<file path="src/hw/cmc_map.svh">
// Purpose: offsets, field positions, reset values and timing counts
// Assumes: 32-bit APB, one aligned word per register
// Notes: definitions only
`ifndef CMC_MAP_SVH
`define CMC_MAP_SVH

`define CMC_OFS_CTRL1 8'h00
`define CMC_OFS_CTRL2 8'h04
`define CMC_OFS_VEC 8'h08
`define CMC_OFS_FCTRL 8'h0C
`define CMC_OFS_FPTR 8'h10
`define CMC_OFS_TXC 8'h14

`define CMC_F_STOP_IN_IDLE 13
`define CMC_F_ABORT_ALL_TX 12
`define CMC_F_REQ 8
`define CMC_F_CAP 3
`define CMC_F_WIN 0
`define CMC_F_DMA_BUFFER_COUNT 13
`define CMC_F_TX_ABORTED_FLAG 8
`define CMC_F_WAKE 16
`define CMC_F_WFIL 17

`define CMC_RST_MODE 3'h4
`define CMC_RST_INTERRUPT_CODE 7'h40
`define CMC_NFC_MAX 5'h11
`define CMC_HIT_MAX 5'h0F
`define CMC_IDLE_BITS 4'hB

`define CMC_CLK_NS 10
`define CMC_BIT_NS 1000
`define CMC_BIT_CYC ((`CMC_BIT_NS) / (`CMC_CLK_NS))
`define CMC_WAKE_NS 500
`define CMC_WAKE_CYC ((`CMC_WAKE_NS) / (`CMC_CLK_NS))

`endif

</file>
<file path="src/hw/cmc_pkg.sv">
// Purpose: shared types of the CAN mode control block
// Assumes: nothing
// Notes: mode codes follow the request/status field encoding
package cmc_pkg;

  typedef enum logic [2:0] {
    CMC_NORMAL = 3'h0,
    CMC_DISABLE = 3'h1,
    CMC_LOOPBACK = 3'h2,
    CMC_LISTEN_ONLY = 3'h3,
    CMC_CONFIG = 3'h4,
    CMC_RSVD5 = 3'h5,
    CMC_RSVD6 = 3'h6,
    CMC_LISTEN_ALL = 3'h7
  } cmc_mode_t;

  // number of message buffers in the shared memory area
  function automatic logic [5:0] cmc_buf_total(input logic [2:0] code);
    logic [5:0] n;
    n = 6'h04;
    unique case (code)
      3'h0: n = 6'h04;
      3'h1: n = 6'h06;
      3'h2: n = 6'h08;
      3'h3: n = 6'h0C;
      3'h4: n = 6'h10;
      3'h5: n = 6'h18;
      3'h6: n = 6'h20;
      3'h7: n = 6'h04;
    endcase
    return n;
  endfunction

endpackage

</file>
<file path="src/hw/cmc_top.sv">
// Purpose: operating mode control and top-level control/status
//   registers of a CAN controller, reached over APB
// Assumes: single clock pclk at 100 MHz; protocol engine outside
// Notes: registers answer with one wait state
`timescale 1ns/1ps
`include "cmc_map.svh"

module cmc_top
  import cmc_pkg::*;
#(
  parameter int BIT_CYC = `CMC_BIT_CYC,
  parameter int WAKE_CYC = `CMC_WAKE_CYC
) (
  input wire logic pclk,
  input wire logic presetn,
  input wire logic [7:0] paddr,
  input wire logic psel,
  input wire logic penable,
  input wire logic pwrite,
  input wire logic [31:0] pwdata,
  output logic [31:0] prdata,
  output logic pready,
  output logic pslverr,
  input wire logic bus_receive_line,
  output logic bus_transmit_line,
  output logic bus_transmit_oe_n,
  output logic bus_pins_owned,
  input wire logic dev_idle,
  input wire logic dev_sleep,
  input wire logic eng_tx_bit,
  input wire logic eng_tx_busy,
  input wire logic [7:0] eng_tx_done,
  input wire logic eng_rx_msg,
  input wire logic eng_vec_we,
  input wire logic [4:0] eng_filter_hit,
  input wire logic [6:0] eng_interrupt_code,
  input wire logic [5:0] eng_fifo_wr,
  input wire logic [5:0] eng_fifo_rd,
  output logic eng_rx_bit,
  output logic eng_enable,
  output logic [7:0] tx_go,
  output logic tx_abort,
  output logic err_ignore,
  output logic listen_passive,
  output logic err_cnt_clear,
  output logic err_cnt_hold,
  output logic cap_event,
  output logic wake_filter_on,
  output logic filter_window,
  output logic [4:0] net_filter_bits,
  output logic [5:0] dma_buf_total,
  output logic [4:0] fifo_start
);

  // register state
  logic stop_in_idle_r;
  logic abort_all_tx_r;
  logic [2:0] mode_request_r;
  cmc_mode_t mode_status_r;
  logic rx_capture_link_en_r;
  logic register_window_select_r;
  logic [4:0] net_filter_bit_count_r;
  logic [4:0] filter_hit_number_r;
  logic [6:0] interrupt_code_r;
  logic [2:0] dma_buffer_count_r;
  logic [4:0] fifo_start_buffer_r;
  logic [5:0] fifo_write_pointer_r;
  logic [5:0] fifo_next_read_pointer_r;
  logic [7:0] tx_request_flag_r;
  logic [7:0] tx_aborted_flag_r;
  logic bus_wake_flag_r;
  logic wake_filter_select_r;
  logic tx_wait_r;
  logic wake_lo_r;
  logic [7:0] wcnt_r;

  // apb decode
  wire setup_acc = psel & penable & ~pready;
  wire acc = psel & penable & pready;
  wire wr = acc & pwrite;
  wire hit_c1 = (paddr == `CMC_OFS_CTRL1);
  wire hit_c2 = (paddr == `CMC_OFS_CTRL2);
  wire hit_vec = (paddr == `CMC_OFS_VEC);
  wire hit_fc = (paddr == `CMC_OFS_FCTRL);
  wire hit_fp = (paddr == `CMC_OFS_FPTR);
  wire hit_txc = (paddr == `CMC_OFS_TXC);
  wire hit_any = hit_c1 | hit_c2 | hit_vec | hit_fc | hit_fp | hit_txc;
  wire is_cfg = (mode_status_r == CMC_CONFIG);
  wire wr_c1 = wr & hit_c1;
  wire wr_c2 = wr & hit_c2 & is_cfg;
  wire wr_fc = wr & hit_fc & is_cfg;
  wire wr_txc = wr & hit_txc;

  // read words
  wire [31:0] rd_c1 = {16'h0000, 2'b00, stop_in_idle_r, abort_all_tx_r,
    1'b0, mode_request_r, mode_status_r, 1'b0, rx_capture_link_en_r,
    2'b00, register_window_select_r};
  wire [31:0] rd_c2 = {27'h0, net_filter_bit_count_r};
  wire [31:0] rd_vec = {19'h0, filter_hit_number_r, 1'b0,
    interrupt_code_r};
  wire [31:0] rd_fc = {16'h0000, dma_buffer_count_r, 8'h00,
    fifo_start_buffer_r};
  wire [31:0] rd_fp = {18'h0, fifo_write_pointer_r, 2'b00,
    fifo_next_read_pointer_r};
  wire [31:0] rd_txc = {14'h0, wake_filter_select_r, bus_wake_flag_r,
    tx_aborted_flag_r, tx_request_flag_r};
  wire [31:0] rd_mux = hit_c1 ? rd_c1 :
                       hit_c2 ? rd_c2 :
                       hit_vec ? rd_vec :
                       hit_fc ? rd_fc :
                       hit_fp ? rd_fp :
                       hit_txc ? rd_txc : 32'h0000_0000;

  // pin input and bus idle
  logic rx_s;
  logic idle_ok;
  wire is_loop = (mode_status_r == CMC_LOOPBACK);
  wire idle_rx = is_loop ? eng_tx_bit : rx_s;

  cmc_sync #(
    .RST_VAL(1'b1)
  ) u_rx_sync (
    .pclk(pclk),
    .presetn(presetn),
    .d(bus_receive_line),
    .q(rx_s)
  );

  // mode acceptance
  wire [2:0] wreq = pwdata[`CMC_F_REQ +: 3];
  wire req_legal = (mode_request_r != CMC_RSVD5) &&
                   (mode_request_r != CMC_RSVD6);
  wire offline = is_cfg || (mode_status_r == CMC_DISABLE);
  // an active controller only moves at bus idle and never mid-frame
  wire change_ok = req_legal && (mode_request_r != mode_status_r) &&
                   (offline || (idle_ok && !eng_tx_busy));

  cmc_bus_idle #(
    .BIT_CYC(BIT_CYC)
  ) u_idle (
    .pclk(pclk),
    .presetn(presetn),
    .restart(change_ok),
    .rx(idle_rx),
    .idle_ok(idle_ok)
  );

  wire [2:0] new_mode = mode_request_r;
  wire new_tx_mode = (new_mode == CMC_NORMAL) ||
                     (new_mode == CMC_LOOPBACK);
  wire st_normal = (mode_status_r == CMC_NORMAL);
  wire st_lall = (mode_status_r == CMC_LISTEN_ALL);
  wire st_lonly = (mode_status_r == CMC_LISTEN_ONLY);
  wire st_dis = (mode_status_r == CMC_DISABLE);
  wire tx_mode = st_normal || is_loop;
  wire rx_mode = st_normal || st_lall || st_lonly;
  wire own_tx = st_normal || st_lall;
  wire halted = stop_in_idle_r && dev_idle;
  wire run = !halted && !offline;

  // transmit request and abort
  wire dis_abort = tx_wait_r && wr_c1 && (wreq == CMC_DISABLE) &&
                   (|tx_request_flag_r);
  wire abort_now = abort_all_tx_r || dis_abort;
  wire abort_all_tx_done = abort_all_tx_r && (tx_request_flag_r == 8'h00) &&
                   !eng_tx_busy;
  wire [7:0] txc_set = wr_txc ? pwdata[7:0] : 8'h00;
  wire [7:0] txa_clr = wr_txc ? pwdata[`CMC_F_TX_ABORTED_FLAG +: 8] : 8'h00;
  wire [7:0] tx_request_nxt = abort_now ? 8'h00 :
    ((tx_request_flag_r & ~eng_tx_done) | txc_set);
  // set wins over a simultaneous clear
  wire [7:0] tx_aborted_nxt = (tx_aborted_flag_r & ~txa_clr) |
    (abort_now ? tx_request_flag_r : 8'h00);
  wire abort_all_nxt = wr_c1 ? pwdata[`CMC_F_ABORT_ALL_TX] :
                       (abort_all_tx_done ? 1'b0 : abort_all_tx_r);
  wire tx_wait_nxt = change_ok ? new_tx_mode :
                     ((idle_ok || !tx_mode) ? 1'b0 : tx_wait_r);

  // wake detection with optional low-pass filter
  wire sleeping = dev_sleep || st_dis;
  wire [7:0] wcnt_nxt = rx_s ? 8'h00 :
    ((wcnt_r == 8'hFF) ? wcnt_r : wcnt_r + 8'h01);
  wire wake_lo = wake_filter_select_r ?
    (wcnt_r >= 8'(WAKE_CYC)) : !rx_s;
  wire wake_evt = sleeping && wake_lo && !wake_lo_r;
  wire wake_nxt = (bus_wake_flag_r &
    ~(wr_txc & pwdata[`CMC_F_WAKE])) | wake_evt;

  // configuration field writes and engine filter hits, illegal codes are dropped
  wire nfc_ok = (pwdata[4:0] <= `CMC_NFC_MAX);
  wire dma_buffer_count_ok = (pwdata[`CMC_F_DMA_BUFFER_COUNT +: 3] != 3'h7);
  wire hit_ok = (eng_filter_hit <= `CMC_HIT_MAX);

  // apb slave response
  always_ff @(posedge pclk or negedge presetn) begin
    if (!presetn) begin
      pready <= 1'b0;
      pslverr <= 1'b0;
      prdata <= 32'h0000_0000;
    end else begin
      pready <= setup_acc;
      pslverr <= setup_acc & ~hit_any;
      if (setup_acc && !pwrite) begin
        prdata <= rd_mux;
      end
    end
  end

  // control register one and mode state
  always_ff @(posedge pclk or negedge presetn) begin
    if (!presetn) begin
      stop_in_idle_r <= 1'b0;
      mode_request_r <= `CMC_RST_MODE;
      rx_capture_link_en_r <= 1'b0;
      register_window_select_r <= 1'b0;
    end else if (wr_c1) begin
      stop_in_idle_r <= pwdata[`CMC_F_STOP_IN_IDLE];
      mode_request_r <= wreq;
      rx_capture_link_en_r <= pwdata[`CMC_F_CAP];
      register_window_select_r <= pwdata[`CMC_F_WIN];
    end
  end

  always_ff @(posedge pclk or negedge presetn) begin
    if (!presetn) begin
      mode_status_r <= CMC_CONFIG;
      tx_wait_r <= 1'b0;
      abort_all_tx_r <= 1'b0;
    end else begin
      if (change_ok) begin
        mode_status_r <= cmc_mode_t'(new_mode);
      end
      tx_wait_r <= tx_wait_nxt;
      abort_all_tx_r <= abort_all_nxt;
    end
  end

  // transmit flags and wake flag
  always_ff @(posedge pclk or negedge presetn) begin
    if (!presetn) begin
      tx_request_flag_r <= 8'h00;
      tx_aborted_flag_r <= 8'h00;
      bus_wake_flag_r <= 1'b0;
      wake_filter_select_r <= 1'b0;
      wake_lo_r <= 1'b0;
      wcnt_r <= 8'h00;
    end else begin
      tx_request_flag_r <= tx_request_nxt;
      tx_aborted_flag_r <= tx_aborted_nxt;
      bus_wake_flag_r <= wake_nxt;
      wake_lo_r <= wake_lo;
      wcnt_r <= wcnt_nxt;
      if (wr_txc) begin
        wake_filter_select_r <= pwdata[`CMC_F_WFIL];
      end
    end
  end

  // locked configuration registers
  always_ff @(posedge pclk or negedge presetn) begin
    if (!presetn) begin
      net_filter_bit_count_r <= 5'h00;
      dma_buffer_count_r <= 3'h0;
      fifo_start_buffer_r <= 5'h00;
    end else begin
      if (wr_c2 && nfc_ok) begin
        net_filter_bit_count_r <= pwdata[4:0];
      end
      if (wr_fc && dma_buffer_count_ok) begin
        dma_buffer_count_r <= pwdata[`CMC_F_DMA_BUFFER_COUNT +: 3];
      end
      if (wr_fc) begin
        fifo_start_buffer_r <= pwdata[4:0];
      end
    end
  end

  // status captured from the protocol engine
  always_ff @(posedge pclk or negedge presetn) begin
    if (!presetn) begin
      filter_hit_number_r <= 5'h00;
      interrupt_code_r <= `CMC_RST_INTERRUPT_CODE;
      fifo_write_pointer_r <= 6'h00;
      fifo_next_read_pointer_r <= 6'h00;
    end else begin
      if (eng_vec_we) begin
        interrupt_code_r <= eng_interrupt_code;
      end
      if (eng_vec_we && hit_ok) begin
        filter_hit_number_r <= eng_filter_hit;
      end
      fifo_write_pointer_r <= eng_fifo_wr;
      fifo_next_read_pointer_r <= eng_fifo_rd;
    end
  end

  // engine and pin controls
  always_ff @(posedge pclk or negedge presetn) begin
    if (!presetn) begin
      bus_transmit_line <= 1'b1;
      bus_transmit_oe_n <= 1'b1;
      bus_pins_owned <= 1'b0;
      eng_rx_bit <= 1'b1;
      eng_enable <= 1'b0;
      tx_go <= 8'h00;
      tx_abort <= 1'b0;
    end else begin
      bus_transmit_line <= own_tx ? eng_tx_bit : 1'b1;
      bus_transmit_oe_n <= !own_tx;
      bus_pins_owned <= rx_mode;
      eng_rx_bit <= is_loop ? eng_tx_bit :
                    (rx_mode ? rx_s : 1'b1);
      eng_enable <= run;
      tx_go <= (tx_mode && run && !tx_wait_r && !abort_now) ?
               tx_request_flag_r : 8'h00;
      tx_abort <= abort_now;
    end
  end

  always_ff @(posedge pclk or negedge presetn) begin
    if (!presetn) begin
      err_ignore <= 1'b0;
      listen_passive <= 1'b0;
      err_cnt_clear <= 1'b1;
      err_cnt_hold <= 1'b0;
      cap_event <= 1'b0;
      wake_filter_on <= 1'b0;
      filter_window <= 1'b0;
      net_filter_bits <= 5'h00;
      dma_buf_total <= 6'h04;
      fifo_start <= 5'h00;
    end else begin
      err_ignore <= st_lall;
      listen_passive <= st_lonly;
      err_cnt_clear <= is_cfg;
      err_cnt_hold <= st_dis || st_lonly;
      cap_event <= rx_capture_link_en_r && eng_rx_msg && run;
      wake_filter_on <= sleeping && wake_filter_select_r;
      filter_window <= register_window_select_r;
      net_filter_bits <= net_filter_bit_count_r;
      dma_buf_total <= cmc_buf_total(dma_buffer_count_r);
      fifo_start <= fifo_start_buffer_r;
    end
  end
endmodule

</file>
<file path="src/hw/cmc_sync.sv">
// Purpose: three-stage synchroniser for an asynchronous pin
// Assumes: input may change at any time
// Notes: output follows once stages two and three agree
`timescale 1ns/1ps

module cmc_sync #(
  parameter logic RST_VAL = 1'b1
) (
  input wire logic pclk,
  input wire logic presetn,
  input wire logic d,
  output logic q
);
  logic s1_r;
  logic s2_r;
  logic s3_r;

  always_ff @(posedge pclk or negedge presetn) begin
    if (!presetn) begin
      s1_r <= RST_VAL;
      s2_r <= RST_VAL;
      s3_r <= RST_VAL;
      q <= RST_VAL;
    end else begin
      s1_r <= d;
      s2_r <= s1_r;
      s3_r <= s2_r;
      if (s2_r == s3_r) begin
        q <= s3_r;
      end
    end
  end
endmodule

</file>
<file path="src/hw/cmc_bus_idle.sv">
// Purpose: bus idle detector, counts consecutive recessive bits
// Assumes: rx is synchronised; bit rate from a clock divider
// Notes: restart clears the count and realigns the bit divider
`timescale 1ns/1ps
`include "cmc_map.svh"

module cmc_bus_idle #(
  parameter int BIT_CYC = `CMC_BIT_CYC
) (
  input wire logic pclk,
  input wire logic presetn,
  input wire logic restart,
  input wire logic rx,
  output logic idle_ok
);
  localparam int DW = $clog2(BIT_CYC + 1);
  logic [DW-1:0] div_r;
  logic [3:0] bits_r;
  wire tick = (div_r == DW'(BIT_CYC - 1));

  always_ff @(posedge pclk or negedge presetn) begin
    if (!presetn) begin
      div_r <= '0;
      bits_r <= 4'h0;
      idle_ok <= 1'b0;
    end else if (restart) begin
      div_r <= '0;
      bits_r <= 4'h0;
      idle_ok <= 1'b0;
    end else begin
      div_r <= tick ? '0 : div_r + 1'b1;
      if (!rx) begin
        // any dominant level breaks the idle run
        bits_r <= 4'h0;
        idle_ok <= 1'b0;
      end else if (tick && bits_r != `CMC_IDLE_BITS) begin
        bits_r <= bits_r + 4'h1;
        idle_ok <= (bits_r == `CMC_IDLE_BITS - 4'h1);
      end
    end
  end
endmodule

</file>
<file path="config.mk">
export PLATFORM = sky130hd
export DESIGN_NAME = cmc_top
export DESIGN_NICKNAME = d
export VERILOG_FILES = /design/src/hw/cmc_pkg.sv /design/src/hw/cmc_top.sv /design/src/hw/cmc_sync.sv /design/src/hw/cmc_bus_idle.sv
export VERILOG_INCLUDE_DIRS = /design/src /design/src/hw
export SDC_FILE = /design/constraint.sdc
export NUM_CORES = 1
export LEC_CHECK = 0
export BUFFER_PORTS_ARGS = -buffer_cell sky130_fd_sc_hd__buf_4
export CAP_MARGIN = 20
export CORE_UTILIZATION = 50
export CTS_BUF_LIST = sky130_fd_sc_hd__clkbuf_8 sky130_fd_sc_hd__clkbuf_16
export DETAILED_ROUTE_END_ITERATION = 16
export PLACE_DENSITY = 0.84
export SYNTH_ARGS = -nofsm -noshare
export SYNTH_HDL_FRONTEND = slang
export SYNTH_SLANG_ARGS = --single-unit
</file>
<file path="constraint.sdc">
create_clock -name pclk -period 3.3 [get_ports pclk]
set_clock_uncertainty 0.05 [all_clocks]
set_input_delay 0.66 -clock pclk [delete_from_list [all_inputs] [get_ports pclk]]
set_output_delay 0.66 -clock pclk [all_outputs]
set_load 0.01 [all_outputs]
</file>
Word-level counts from Yosys, hierarchy flattened:

Memories as Yosys holds them, arrays and structs flattened. A register that Yosys moved wholly into a read port is not among the register bits.
Index checks and enable logic that the tools add are counted.

* bitwise operators: 28
* equality and inequality tests: 23
* mux-type cells: 30
* order comparisons: 3
* add/sub/neg operators: 3
* reductions and logical operators: 52

Operators with widths (count)
* $mux W18: 6
* $mux W8: 7
* $logic_and A1 B1 Y1: 24
* $and A8 B8 Y8: 2
* $eq A8 B4 Y1 const B: 2
* $eq A8 B5 Y1 const B: 2
* $logic_not A8 Y1: 2
* $not A8 Y8: 2
* $or A8 B8 Y8: 2
* $mux W7: 2
* $and A1 B1 Y1: 13
* $mux W1: 12
* $mux W4: 3
* $ne A3 B3 Y1 const B: 4
* $logic_not A1 Y1: 11
* $logic_or A1 B1 Y1: 10
* $eq A3 B2 Y1 const B: 3
* $add A8 B1 Y8 const B: 1
* $eq A8 B3 Y1 const B: 1
* $eq A8 B8 Y1 const B: 1
* $ge A8 B6 Y1 const B: 1
* $reduce_or A8 Y1: 1
* $add A7 B1 Y7 const B: 1
* $eq A7 B7 Y1 const B: 1
* 14 further kinds: 25

* output and inout port bits: 71
* memories: 1
* bits of input ports: 84
* register bits after elaboration: 162
* word-level logic and storage cells: 187
* ROM bits: 40

Memory list
* (name not given): words 8, bits a word 5, read ports 1, clocked after Yosys merged registers in 1, wr ports 0, line cmc_pkg.sv:21 `unique case (code)`

Depth between registers and ports, before layout:

Gate-level depths: netlist (run 1).

* depth after elaboration: 11
* depth in mapped cells: 6
* depth with buffers taken out: 6

Cells and area by module:

Synthesis (run 1) repeated with hierarchy kept, for this count alone.

* cell total of the unflattened synthesis: 567
* area total of the unflattened synthesis: 6423.7 sq um

Modules (own cells, without submodules)
* cmc_top: times used 1, seq. area each 3288.2 sq um, cells an instance 501, area each 5677.9 sq um
* cmc_bus_idle: times used 1, seq. area each 300.3 sq um, cells an instance 61, area each 629.4 sq um
* cmc_sync: times used 1, seq. area each 105.1 sq um, cells an instance 5, area each 116.4 sq um

Worst setup path before layout (run 1):

Ideal clock, no wire load.

* path type: input port to flip-flop
* start point: in paddr[1]
* end point: reg net_filter_bit_count_r[0]
* arrival time: 2.062 ns
* data required time: 3.123 ns
* cell stages on the path: 5
* setup slack: 1.061 ns
* buffers on the path: 1
* library setup time: 0.127 ns
* cells stage by stage: or4b_4 nor4_4 and4b_1 buf_4 mux2_1

* word-level cells in the longest chain between the ends: 4

Ends and longest elaborated chain
* start, declared: line cmc_top.sv:16 `input wire logic [7:0] paddr,`
* $eq A8 B3 Y1 (no source line)
* $and A1 B1 Y1 (2 in series): line cmc_top.sv:90 `wire wr_c2 = wr & hit_c2 & is_cfg;`
* $logic_and A1 B1 Y1: line cmc_top.sv:266 `if (wr_c2 && nfc_ok) begin`
* end signal, assigned: line cmc_top.sv:267 `net_filter_bit_count_r <= pwdata[4:0];`
* end, declared: line cmc_top.sv:62 `logic [4:0] net_filter_bit_count_r;`

Every way passes these cells.
A chain may end at the register's enable or synchronous reset.

Worst setup path after layout (run 1):

* start point: in paddr[2]
* end point: reg fifo_start_buffer_r[3]

* word-level cells in the longest chain between the ends: 3

Ends and longest elaborated chain
* $eq A8 B4 Y1 (no source line)
* $and A1 B1 Y1 (2 in series): line cmc_top.sv:91 `wire wr_fc = wr & hit_fc & is_cfg;`
* end signal, assigned: line cmc_top.sv:273 `fifo_start_buffer_r <= pwdata[4:0];`
* end, declared: line cmc_top.sv:66 `logic [4:0] fifo_start_buffer_r;`

Every way passes these cells.

==> results.toml, run 1 <==
[detailed_routing]
drt_iter0_drc = 383
wire_per_inst_um = 18.60
drt_wl_total_um = 16000
drt-pass1-iter-count = 6
wl_met1_um = 6406
final_antenna_net_count = 0
dr_total_vias = 4869
top_layer_used = "met4"
wl_met3_um = 1237
drc = 0
vias_per_cell = 5.662
dr_wl_met2_um = 7872

[floorplanning]
dieHeight_um = 114.5
core-area_sq_um = 12160
die_w_um = 114.5
dieArea_sq_um = 13120
ios = 155
initial_core_util_pct = 52.07
rows = 40

[cts]
cts_buffer_depth = 2
cts_buffers = 17
cts_setup_buffers = 0
root_buffer = "clkbuf_16"
clk_pin_slew_ns = 0.06
cts_tree = "yes"
ctsResizeCount = 0
htreeDepth = 4
holdBufCountCts = 0
cts.sinks = 147
clk_latency_ns = 0.42

[worst_setup_path]
worst_ep_arrival_time_ns = 2.63
r2r_setup_slack_ns = 1.16
max_stage_delay_ns = 0.58
cpMaxStageDelayCell = "nand4bb_1"
cp-end-kind = "register"
crit_chain = "buf_4, or4b_4, nand4bb_1, mux2_2"
start_kind = "input port"
required_ns = 3.55
path_max_fanout = 31
crit_type = "input port to register"

[cells_and_area]
final_cell_mix = "dfrtp_1, buf_4, nor2_1, nand2_1, a21oi_1"
final_cells = 860
final_common_cell = "dfrtp_1"
area_delta_synth_final_pct = 25.73
fin_util_pct = 65.46
diodes = 0
fillers = 894
nNetsFinal = 768
drive_gt1_share_pct = 30.06

[place]
numPortBuffers = 125
pre_cts_slack_ns = 0.5283
dp_hpwl_um = 11280
dp.cells = 828
place.gp.congestion = 0.8754

[yosys]
synth_cell_types = 58
synthCells = 554
yosysSeqAreaShare_pct = 58.33
syn_area_per_cell_sq_um = 11.43
synth_area_sq_um = 6332
postSynth.asyncResetShare_pct = 100.0
ys_ff_latch = 147
yosys_warnings = 0
synth-edff-count = 0
synthFlopType = "dfrtp_1"

[power_and_ir_drop]
ir_drop_mv = 0.4477
switching_share_pct = 22.51
powerDensity_nw_per_um2 = 514.5
internal_power_mw = 3.174
p_leak_nw = 3.769
pwr-share-seq_pct = 46.4
power_switching_mw = 0.9221
p_comb_share_pct = 7.1
p_clk_share_pct = 46.5

[sta]
hold_ws_ns = 0.1823
setup-tns-final_ns = 0
max_freq_ghz = 0.4192
slew_headroom_pct = 39.68
rsz0062_at_grt = "no"
fin_crit_sh_pct = 72.28
drv_slew = 0
setup_viol = 0
tightest_slew_ns = 0.9028
hold_viol = 0
worst_slack_ns = 0.9147
fin_crit_ns = 2.385

[grt]
grt_pass1_vias = 4931
grt_pass1_wl_um = 25030
antenna_found_initial = 0
grt_overflow = 0
grt_max_degree = 83
grtUsageTotal_pct = 25.61

[run_status]
outcome = "finished, final reports clean"

[flow_run]
drv_cap = 0

[worst_hold_path]
hp-class = "input port to async pin"
==> cells by family (layout without fill, tap and decap cells) <==
family	count (synthesis)	in the layout	share of synthesized area, %
AOI/OAI and AO/OA	108	108	11.62
DFF	147	147	58.33
other	1	15	0.05922
and+or+nand+nor	180	180	15.06
xor gates and xnor gates	13	13	1.798
buffers and inverters	56	180	4.643
adders and majority gates	6	6	1.146
muxes	43	43	7.350
==> final cells by class <==
| type | instances | area [sq um] | share of cell area [%] |
|---|---|---|---|
| flip-flops and latches | 147 | 3694 | 46.39 |
| multi-input cells | 365 | 2397 | 30.11 |
| repair buffers | 133 | 1015 | 12.75 |
| clock buffers | 21 | 480.5 | 6.035 |
| well taps | 168 | 210.2 | 2.640 |
| clock inverters | 11 | 108.9 | 1.367 |
| inverters | 15 | 56.30 | 0.7072 |
==> path summary, 6_finish.rpt <==
kind / start / to / cells after the start
setup / recovery: paddr[2] / fifo_start_buffer_r[3] / 4
hold / removal: presetn / fifo_start[1] / 1
setup reg to reg: pready / tx_aborted_flag_r[3] / 4
hold reg to reg: u_rx_sync.s1_r / u_rx_sync.s2_r / 0
max in group asynchronous: presetn / u_rx_sync.s1_r / 2
min in group pclk: eng_fifo_rd[4] / fifo_next_read_pointer_r[4] / 1
==> cells in the mapped netlist (6+ instances only) <==
library cell,instances,area [sq um]
dfstp_2,12,315.3
nor2b_1,17,106.4
nor2_1,50,187.7
nor3_1,14,70.07
a31oi_1,7,43.79
dfrtp_1,135,3378
buf_2,7,35.03
xor2_1,7,61.31
a211oi_1,9,67.56
inv_1,15,56.30
xnor2_1,6,52.55
o31ai_1,7,52.55
nor3b_1,7,52.55
mux2_2,23,259.0
nand2_1,46,172.7
buf_4,18,135.1
clkbuf_1,12,45.04
o21ai_0,11,55.05
a22o_1,10,87.58
a21oi_1,30,150.1
mux2i_1,15,150.1
nand2b_1,6,37.54
==> registers in the layout (all words and copies together) (netlist names), 6 cells and up <==
signal                    cells
prdata                       18
tx_aborted_flag_r             8
tx_go                         8
tx_request_flag_r             8
wcnt_r                        8
interrupt_code_r              7
u_idle.div_r                  7
fifo_next_read_pointer_r      6
fifo_write_pointer_r          6
==> critical path: cells and delay by family <==
family	cells	cell delay [ns]
buffers and inverters	1	0.35
muxes	1	0.47
and+or+nand+nor	2	1.14
==> power groups by stage <==
stage | Clock [mW] | Sequential [mW] | Combinational, mW
after floorplan | 0 | 1.92 | 0.126
after global placement | 0 | 1.93 | 0.277
after detailed placement | 0 | 1.93 | 0.287
after CTS | 1.92 | 1.90 | 0.290
after global routing | 2.01 | 1.90 | 0.316
final | 1.91 | 1.90 | 0.289
==> stage by stage <==
stage	total power [mW]	cell area (sq um)
3_3_place_gp	2.204	7372
3_5_place_dp	2.218	7372
2_1_floorplan	2.049	6385
6_report	4.096	7961
5_1_grt	4.229	7961
4_1_cts	4.110	7961
==> routing by layer <==
metal / vias to the layer above / GRT usage [%]
met4: 0 / 10.39
met5: - / 0
met2: 243 / 41.41
met3: 45 / 7.729
li1: 2179 / -
met1: 2402 / 32.26
No activity file was read; power rests on OpenSTA's default activity.
==> run 2, diff against run 1 <==
- ABC_AREA: default -> 1
- clock period: 3.3 -> 2.22 ns (I/O delays scaled with it)
==> run 2 against run 1 <==
Against the previous run:
- die area increased by 2.8%
- combinational power increased by 30%
- clock power increased by 44%
- global-route usage decreased by 0.41 points
- highest routed layer unchanged
- routed wire length decreased by 2.3%
- non-clock buffer count decreased by 1
- synthesized cell count increased by 29%
==> results.toml, run 2 <==
[yosys]
synth_cell_types = 46
synth-edff-count = 0
synthCells = 715
synth_most_common_cell = "nand2_1"
synth_area_sq_um = 6515
ys_ff_latch = 147
synth.area.top_cells = "dfrtp_1, nand2_1, dfstp_2"
synthFlopType = "dfrtp_1"
yosysTopAreaCell = "dfrtp_1"
synth_fa_ha_area_share_pct = 1.114
synth_simple_gate_area_share_pct = 25.75
yosysSeqAreaShare_pct = 56.69
postSynth.asyncResetShare_pct = 100.0
synth_top_family_by_area = "simple AND/OR/NAND/NOR gates"
netlist_top_cells_count = "nand2_1, dfrtp_1, nor2_1"
synth_top_cell_area_share_pct = 51.85
yosys_warnings = 0
synthXorXnorAreaFrac_pct = 1.479
syn_area_per_cell_sq_um = 9.112
synth_mux_area_share_pct = 0
synth_compound_area_share_pct = 7.317

[place]
dp.cells = 1005
dp_hpwl_um = 11250
place.gp.congestion = 0.8726
pre_cts_slack_ns = 0.2660
numPortBuffers = 125

[cts]
htreeDepth = 4
cts.sinks = 147
clk_latency_ns = 0.42
clk_pin_slew_ns = 0.06
cts_buffer_depth = 2
cts_setup_buffers = 0
root_buffer = "clkbuf_16"
cts_buffers = 17
cts_tree = "yes"

[cells_and_area]
multi_input_area_sq_um = 2380
diodes = 0
final_cells = 1038
fillers = 1007
nNetsFinal = 942
seq_area_sq_um = 3694
drive_gt1_share_pct = 25.17
largest_reg_flops = 18
final_common_cell = "nand2_1"
fin_util_pct = 64.31
top_register = "prdata"
area_delta_synth_final_pct = 25.08
final_cell_mix = "nand2_1, dfrtp_1, buf_4, nor2_1, inv_1"

[worst_setup_path]
worst_ep_arrival_time_ns = 2.13
start_kind = "register"
path_max_fanout = 11
timing.rr.start = "mode_status_r[2]"
cp-end-kind = "register"
crit_type = "register to register"
r2r-end = "u_idle.div_r[0]"
critPathCapture = "u_idle.div_r[0]"
crit_start = "mode_status_r[2]"
r2r_setup_slack_ns = 0.33
reg2reg_depth = 7
required_ns = 2.46

[floorplanning]
core-area_sq_um = 12670
die_w_um = 116.2
initial_core_util_pct = 51.42
rows = 41
dieArea_sq_um = 13490
ios = 155
dieHeight_um = 116.2

[detailed_routing]
vias_per_cell = 5.093
drt_iter0_drc = 526
drt-pass1-iter-count = 5
top_layer_used = "met4"
drt_wl_total_um = 15630
wire_per_inst_um = 15.05
dr_total_vias = 5287
wl_met1_um = 6825
final_antenna_net_count = 0
dr_wl_met2_um = 7378
wl_met3_um = 1043
drc = 0

[sta]
setup-tns-final_ns = 0
hold_viol = 0
setup_viol = 0
rsz0062_at_grt = "no"
slew_headroom_pct = 50.37
hold_ws_ns = 0.07509
fin_crit_ns = 1.889
tightest_slew_ns = 0.7436
fin_crit_sh_pct = 85.11
drv_slew = 0
max_freq_ghz = 0.5293
worst_slack_ns = 0.3306

[flow_run]
drv_cap = 0

[grt]
grt_pass1_vias = 5154
grt_pass1_wl_um = 25270
grt_max_degree = 56
antenna_found_initial = 0
grt_overflow = 0
grtUsageTotal_pct = 25.20

[power_and_ir_drop]
p_leak_nw = 4.213
power_switching_mw = 1.319
switching_share_pct = 22.28
ir_drop_mv = 0.5655
p_comb_share_pct = 6.3
pwr-share-seq_pct = 47.3
internal_power_mw = 4.601
powerDensity_nw_per_um2 = 726.5
p_clk_share_pct = 46.4

[run_status]
outcome = "finished, final reports clean"

[worst_hold_path]
hp-class = "input port to register"
[run 2: area by class of cell]
type | instances | area share (%)
clock buffer | 19 | 5.558
inverter | 72 | 3.409
clock inverter | 13 | 1.474
multi-input combinational | 483 | 29.20
tap | 172 | 2.641
sequential | 147 | 45.32
timing repair buffer | 132 | 12.39
[run 2: what timing repair did]
item                                   CTS  global route
resized for setup                        0             0
endpoints found under the hold margin   44             0
hold buffers                             1             0
[run 2: stage by stage]
| stage | cell area [sq um] | total power, mW |
|---|---|---|
| finish | 8149 | 5.920 |
| global route | 8149 | 6.126 |
| CTS | 8149 | 5.953 |
| detailed placement | 7566 | 3.214 |
| global placement | 7566 | 3.205 |
| floorplan | 6568 | 2.997 |
[run 2: cells by family (layout without fill, tap and decap cells)]
family	count (synthesis)	after routing
other	1	15
DFF	147	147
xor gates and xnor gates	11	11
adders and majority gates	6	6
AOI/OAI and AO/OA	89	89
buffers and inverters	99	236
and+or+nand+nor	362	362
[run 2: worst min path at each step]
stage	cells after the start	from	endpoint
3_3_place_gp	0	u_rx_sync.s1_r	u_rx_sync.s2_r
5_1_grt	1	bus_receive_line	u_rx_sync.s1_r
2_1_floorplan	0	presetn	abort_all_tx_r
4_1_cts	1	bus_receive_line	u_rx_sync.s1_r
3_5_place_dp	0	u_rx_sync.s1_r	u_rx_sync.s2_r
6_report	1	eng_fifo_wr[5]	fifo_write_pointer_r[5]
[run 2: routing by layer]
metal | track usage, % | vias up
met5 | 0 | -
met4 | 9.145 | 0
met3 | 7.213 | 36
met2 | 40.20 | 212
met1 | 33.00 | 2526
li1 | - | 2513
[run 2: critical path: stages (launching register included)]
cell and delay, ns:
dfstp_2 0.64, inv_2 0.11, nor2_2 0.22, nor2_1 0.09, o21ai_1 0.12, nand3_2 0.25
o21ai_2 0.20, nor2_1 0.07
[run 2: power by group through the flow]
| stage | clock network (mW) | logic [mW] | registers, mW |
|---|---|---|---|
| global placement | 0 | 0.363 | 2.84 |
| floorplan | 0 | 0.160 | 2.84 |
| detailed placement | 0 | 0.373 | 2.84 |
| CTS | 2.78 | 0.379 | 2.80 |
| finish | 2.75 | 0.376 | 2.80 |
| global route | 2.90 | 0.424 | 2.80 |
==> run 3, diff against run 2 <==
- REMOVE_ABC_BUFFERS: default -> 1
==> run 3 against run 2 <==
Against the previous run:
- non-clock buffer count is 5 higher
- critical path type unchanged
- clock-buffer cell count is 2 lower
- routed wire length is 0.76% lower
- total power rose by 3.7%
- die area unchanged
- via count shrank 0.87%
- critical endpoint is now u_idle.div_r[3]
- final area rose by 1.2%
- clock power up 8.0%
- fmax up 4.6%
- first-iteration DRC count decreased by 16%
- worst hold slack worse by 0.0060 ns
==> results.toml, run 3 (synthesis results as in run 2) <==
[run_status]
outcome = "finished, final reports clean"

[cells_and_area]
drive_gt1_share_pct = 25.83
largest_reg_flops = 18
nNetsFinal = 947
area_delta_synth_final_pct = 26.54
final_cell_mix = "nand2_1, dfrtp_1, buf_4, nor2_1, inv_1"
final_common_cell = "nand2_1"
design_area_sq_um = 8244
diodes = 0
top_register = "prdata"

[cts]
holdBufCountCts = 1
clk_latency_ns = 0.43
cts.sinks = 147
root_buffer = "clkbuf_16"
ctsResizeCount = 0
cts_tree = "yes"
cts_buffer_depth = 2
clk_pin_slew_ns = 0.06
cts_buffers = 17
htreeDepth = 4
cts_setup_buffers = 0

[worst_hold_path]
hp-class = "input port to register"

[worst_setup_path]
max_stage_delay_ns = 0.61
cpMaxStageDelayCell = "dfstp_2"
cp-end-kind = "register"
crit_chain = "inv_2, nor2_2, nor2_1, o21ai_1, nand3_2, o21ai_2, nor2_1"
required_ns = 2.48
crit_type = "register to register"
path_max_fanout = 11
worst_ep_arrival_time_ns = 2.06
crit_top_cell = "nor2_1"
start_kind = "register"

[sta]
setup-tns-final_ns = 0
drv_slew = 0
fin_crit_sh_pct = 81.40
max_freq_ghz = 0.5533
rsz0062_at_grt = "no"
fin_crit_ns = 1.807
setup_viol = 0
hold_ws_ns = 0.06910
hold_viol = 0

[grt]
grt_pass1_vias = 5119
grtUsageTotal_pct = 24.65
grt_max_degree = 52
grt_pass1_wl_um = 24740
grt_overflow = 0
antenna_found_initial = 0

[place]
dp_hpwl_um = 11230
numPortBuffers = 125
place.gp.congestion = 0.8629
dpl_cell_area_sq_um = 7616

[power_and_ir_drop]
powerDensity_nw_per_um2 = 744.9
p_leak_nw = 4.252
ir_drop_mv = 0.5268
total_power_mw = 6.141

[detailed_routing]
drt_wl_total_um = 15510
final_antenna_net_count = 0
vias_per_cell = 5.025
dr_total_vias = 5241
drt-pass1-iter-count = 5
drc = 0
wire_per_inst_um = 14.87
drt_iter0_drc = 440

[floorplanning]
rows = 41
core-area_sq_um = 12670
die_w_um = 116.2
dieArea_sq_um = 13490
ios = 155
initial_core_util_pct = 51.42
dieHeight_um = 116.2

[flow_run]
drv_cap = 0
-- run 3: changes by cell type in the layout (fill, tap and decap cells not counted), sizes merged --
| cell | delta |
|---|---|
| clkbuf | -2 |
| inv | -2 |
| clkinv | +1 |
| clkinvlp | +1 |
| buf | +5 |
| bufinv | +2 |
-- run 3: final cells by class --
cell class                 count  area (sq um)
tap                          172         215.2
clock inverter                15         192.7
multi-input combinational    483          2380
fill                         987          4427
timing repair buffer         137          1060
inverter                      72         277.8
clock buffer                  17         425.4
sequential                   147          3694
-- run 3: per-stage QoR --
stage               std cells  util, %  worst slack (ns)
floorplan                 702        -            0.4343
global placement         1010    60.11            0.3720
detailed placement       1010    60.11            0.3432
CTS                      1043    65.06            0.3974
global route             1043    65.06            0.2847
finish                   1043    65.06            0.4128
-- run 3: metal layers --
layer / GRT usage [%] / vias up / share of wire (%)
li1: - / 2521 / -
met1: 29.83 / 2459 / 40
met2: 41.15 / 219 / 50
met3: 6.798 / 42 / 7.3
met4: 11.45 / 0 / 2.8
met5: 0 / - / 0
-- run 3: worst paths after layout --
check	from	endpoint	slack, ns	cells after the start
max reg2reg	mode_status_r[2]	u_idle.div_r[3]	0.41	7
min	bus_receive_line	u_rx_sync.s1_r	0.07	1
min in group asynchronous	presetn	dma_buf_total[5]	0.48	2
min reg2reg	u_rx_sync.s1_r	u_rx_sync.s2_r	0.31	0
max in group asynchronous	presetn	interrupt_code_r[6]	0.96	3
max	mode_status_r[2]	u_idle.div_r[3]	0.41	7
-- run 3: worst max-delay path: cells and delay by family, from the launching register on --
kind / cells / cell delay (ns)
flip-flops: 1 / 0.61
buffers and inverters: 1 / 0.10
AND/OR/NAND/NOR: 4 / 0.62
AO/OA/AOI/OAI: 2 / 0.31
-- run 3: power by group --
part	total [mW]	switching [mW]	internal [mW]
clock	2.97	1.10	1.87
combinational	0.381	0.218	0.163
sequential	2.79	0.0384	2.75
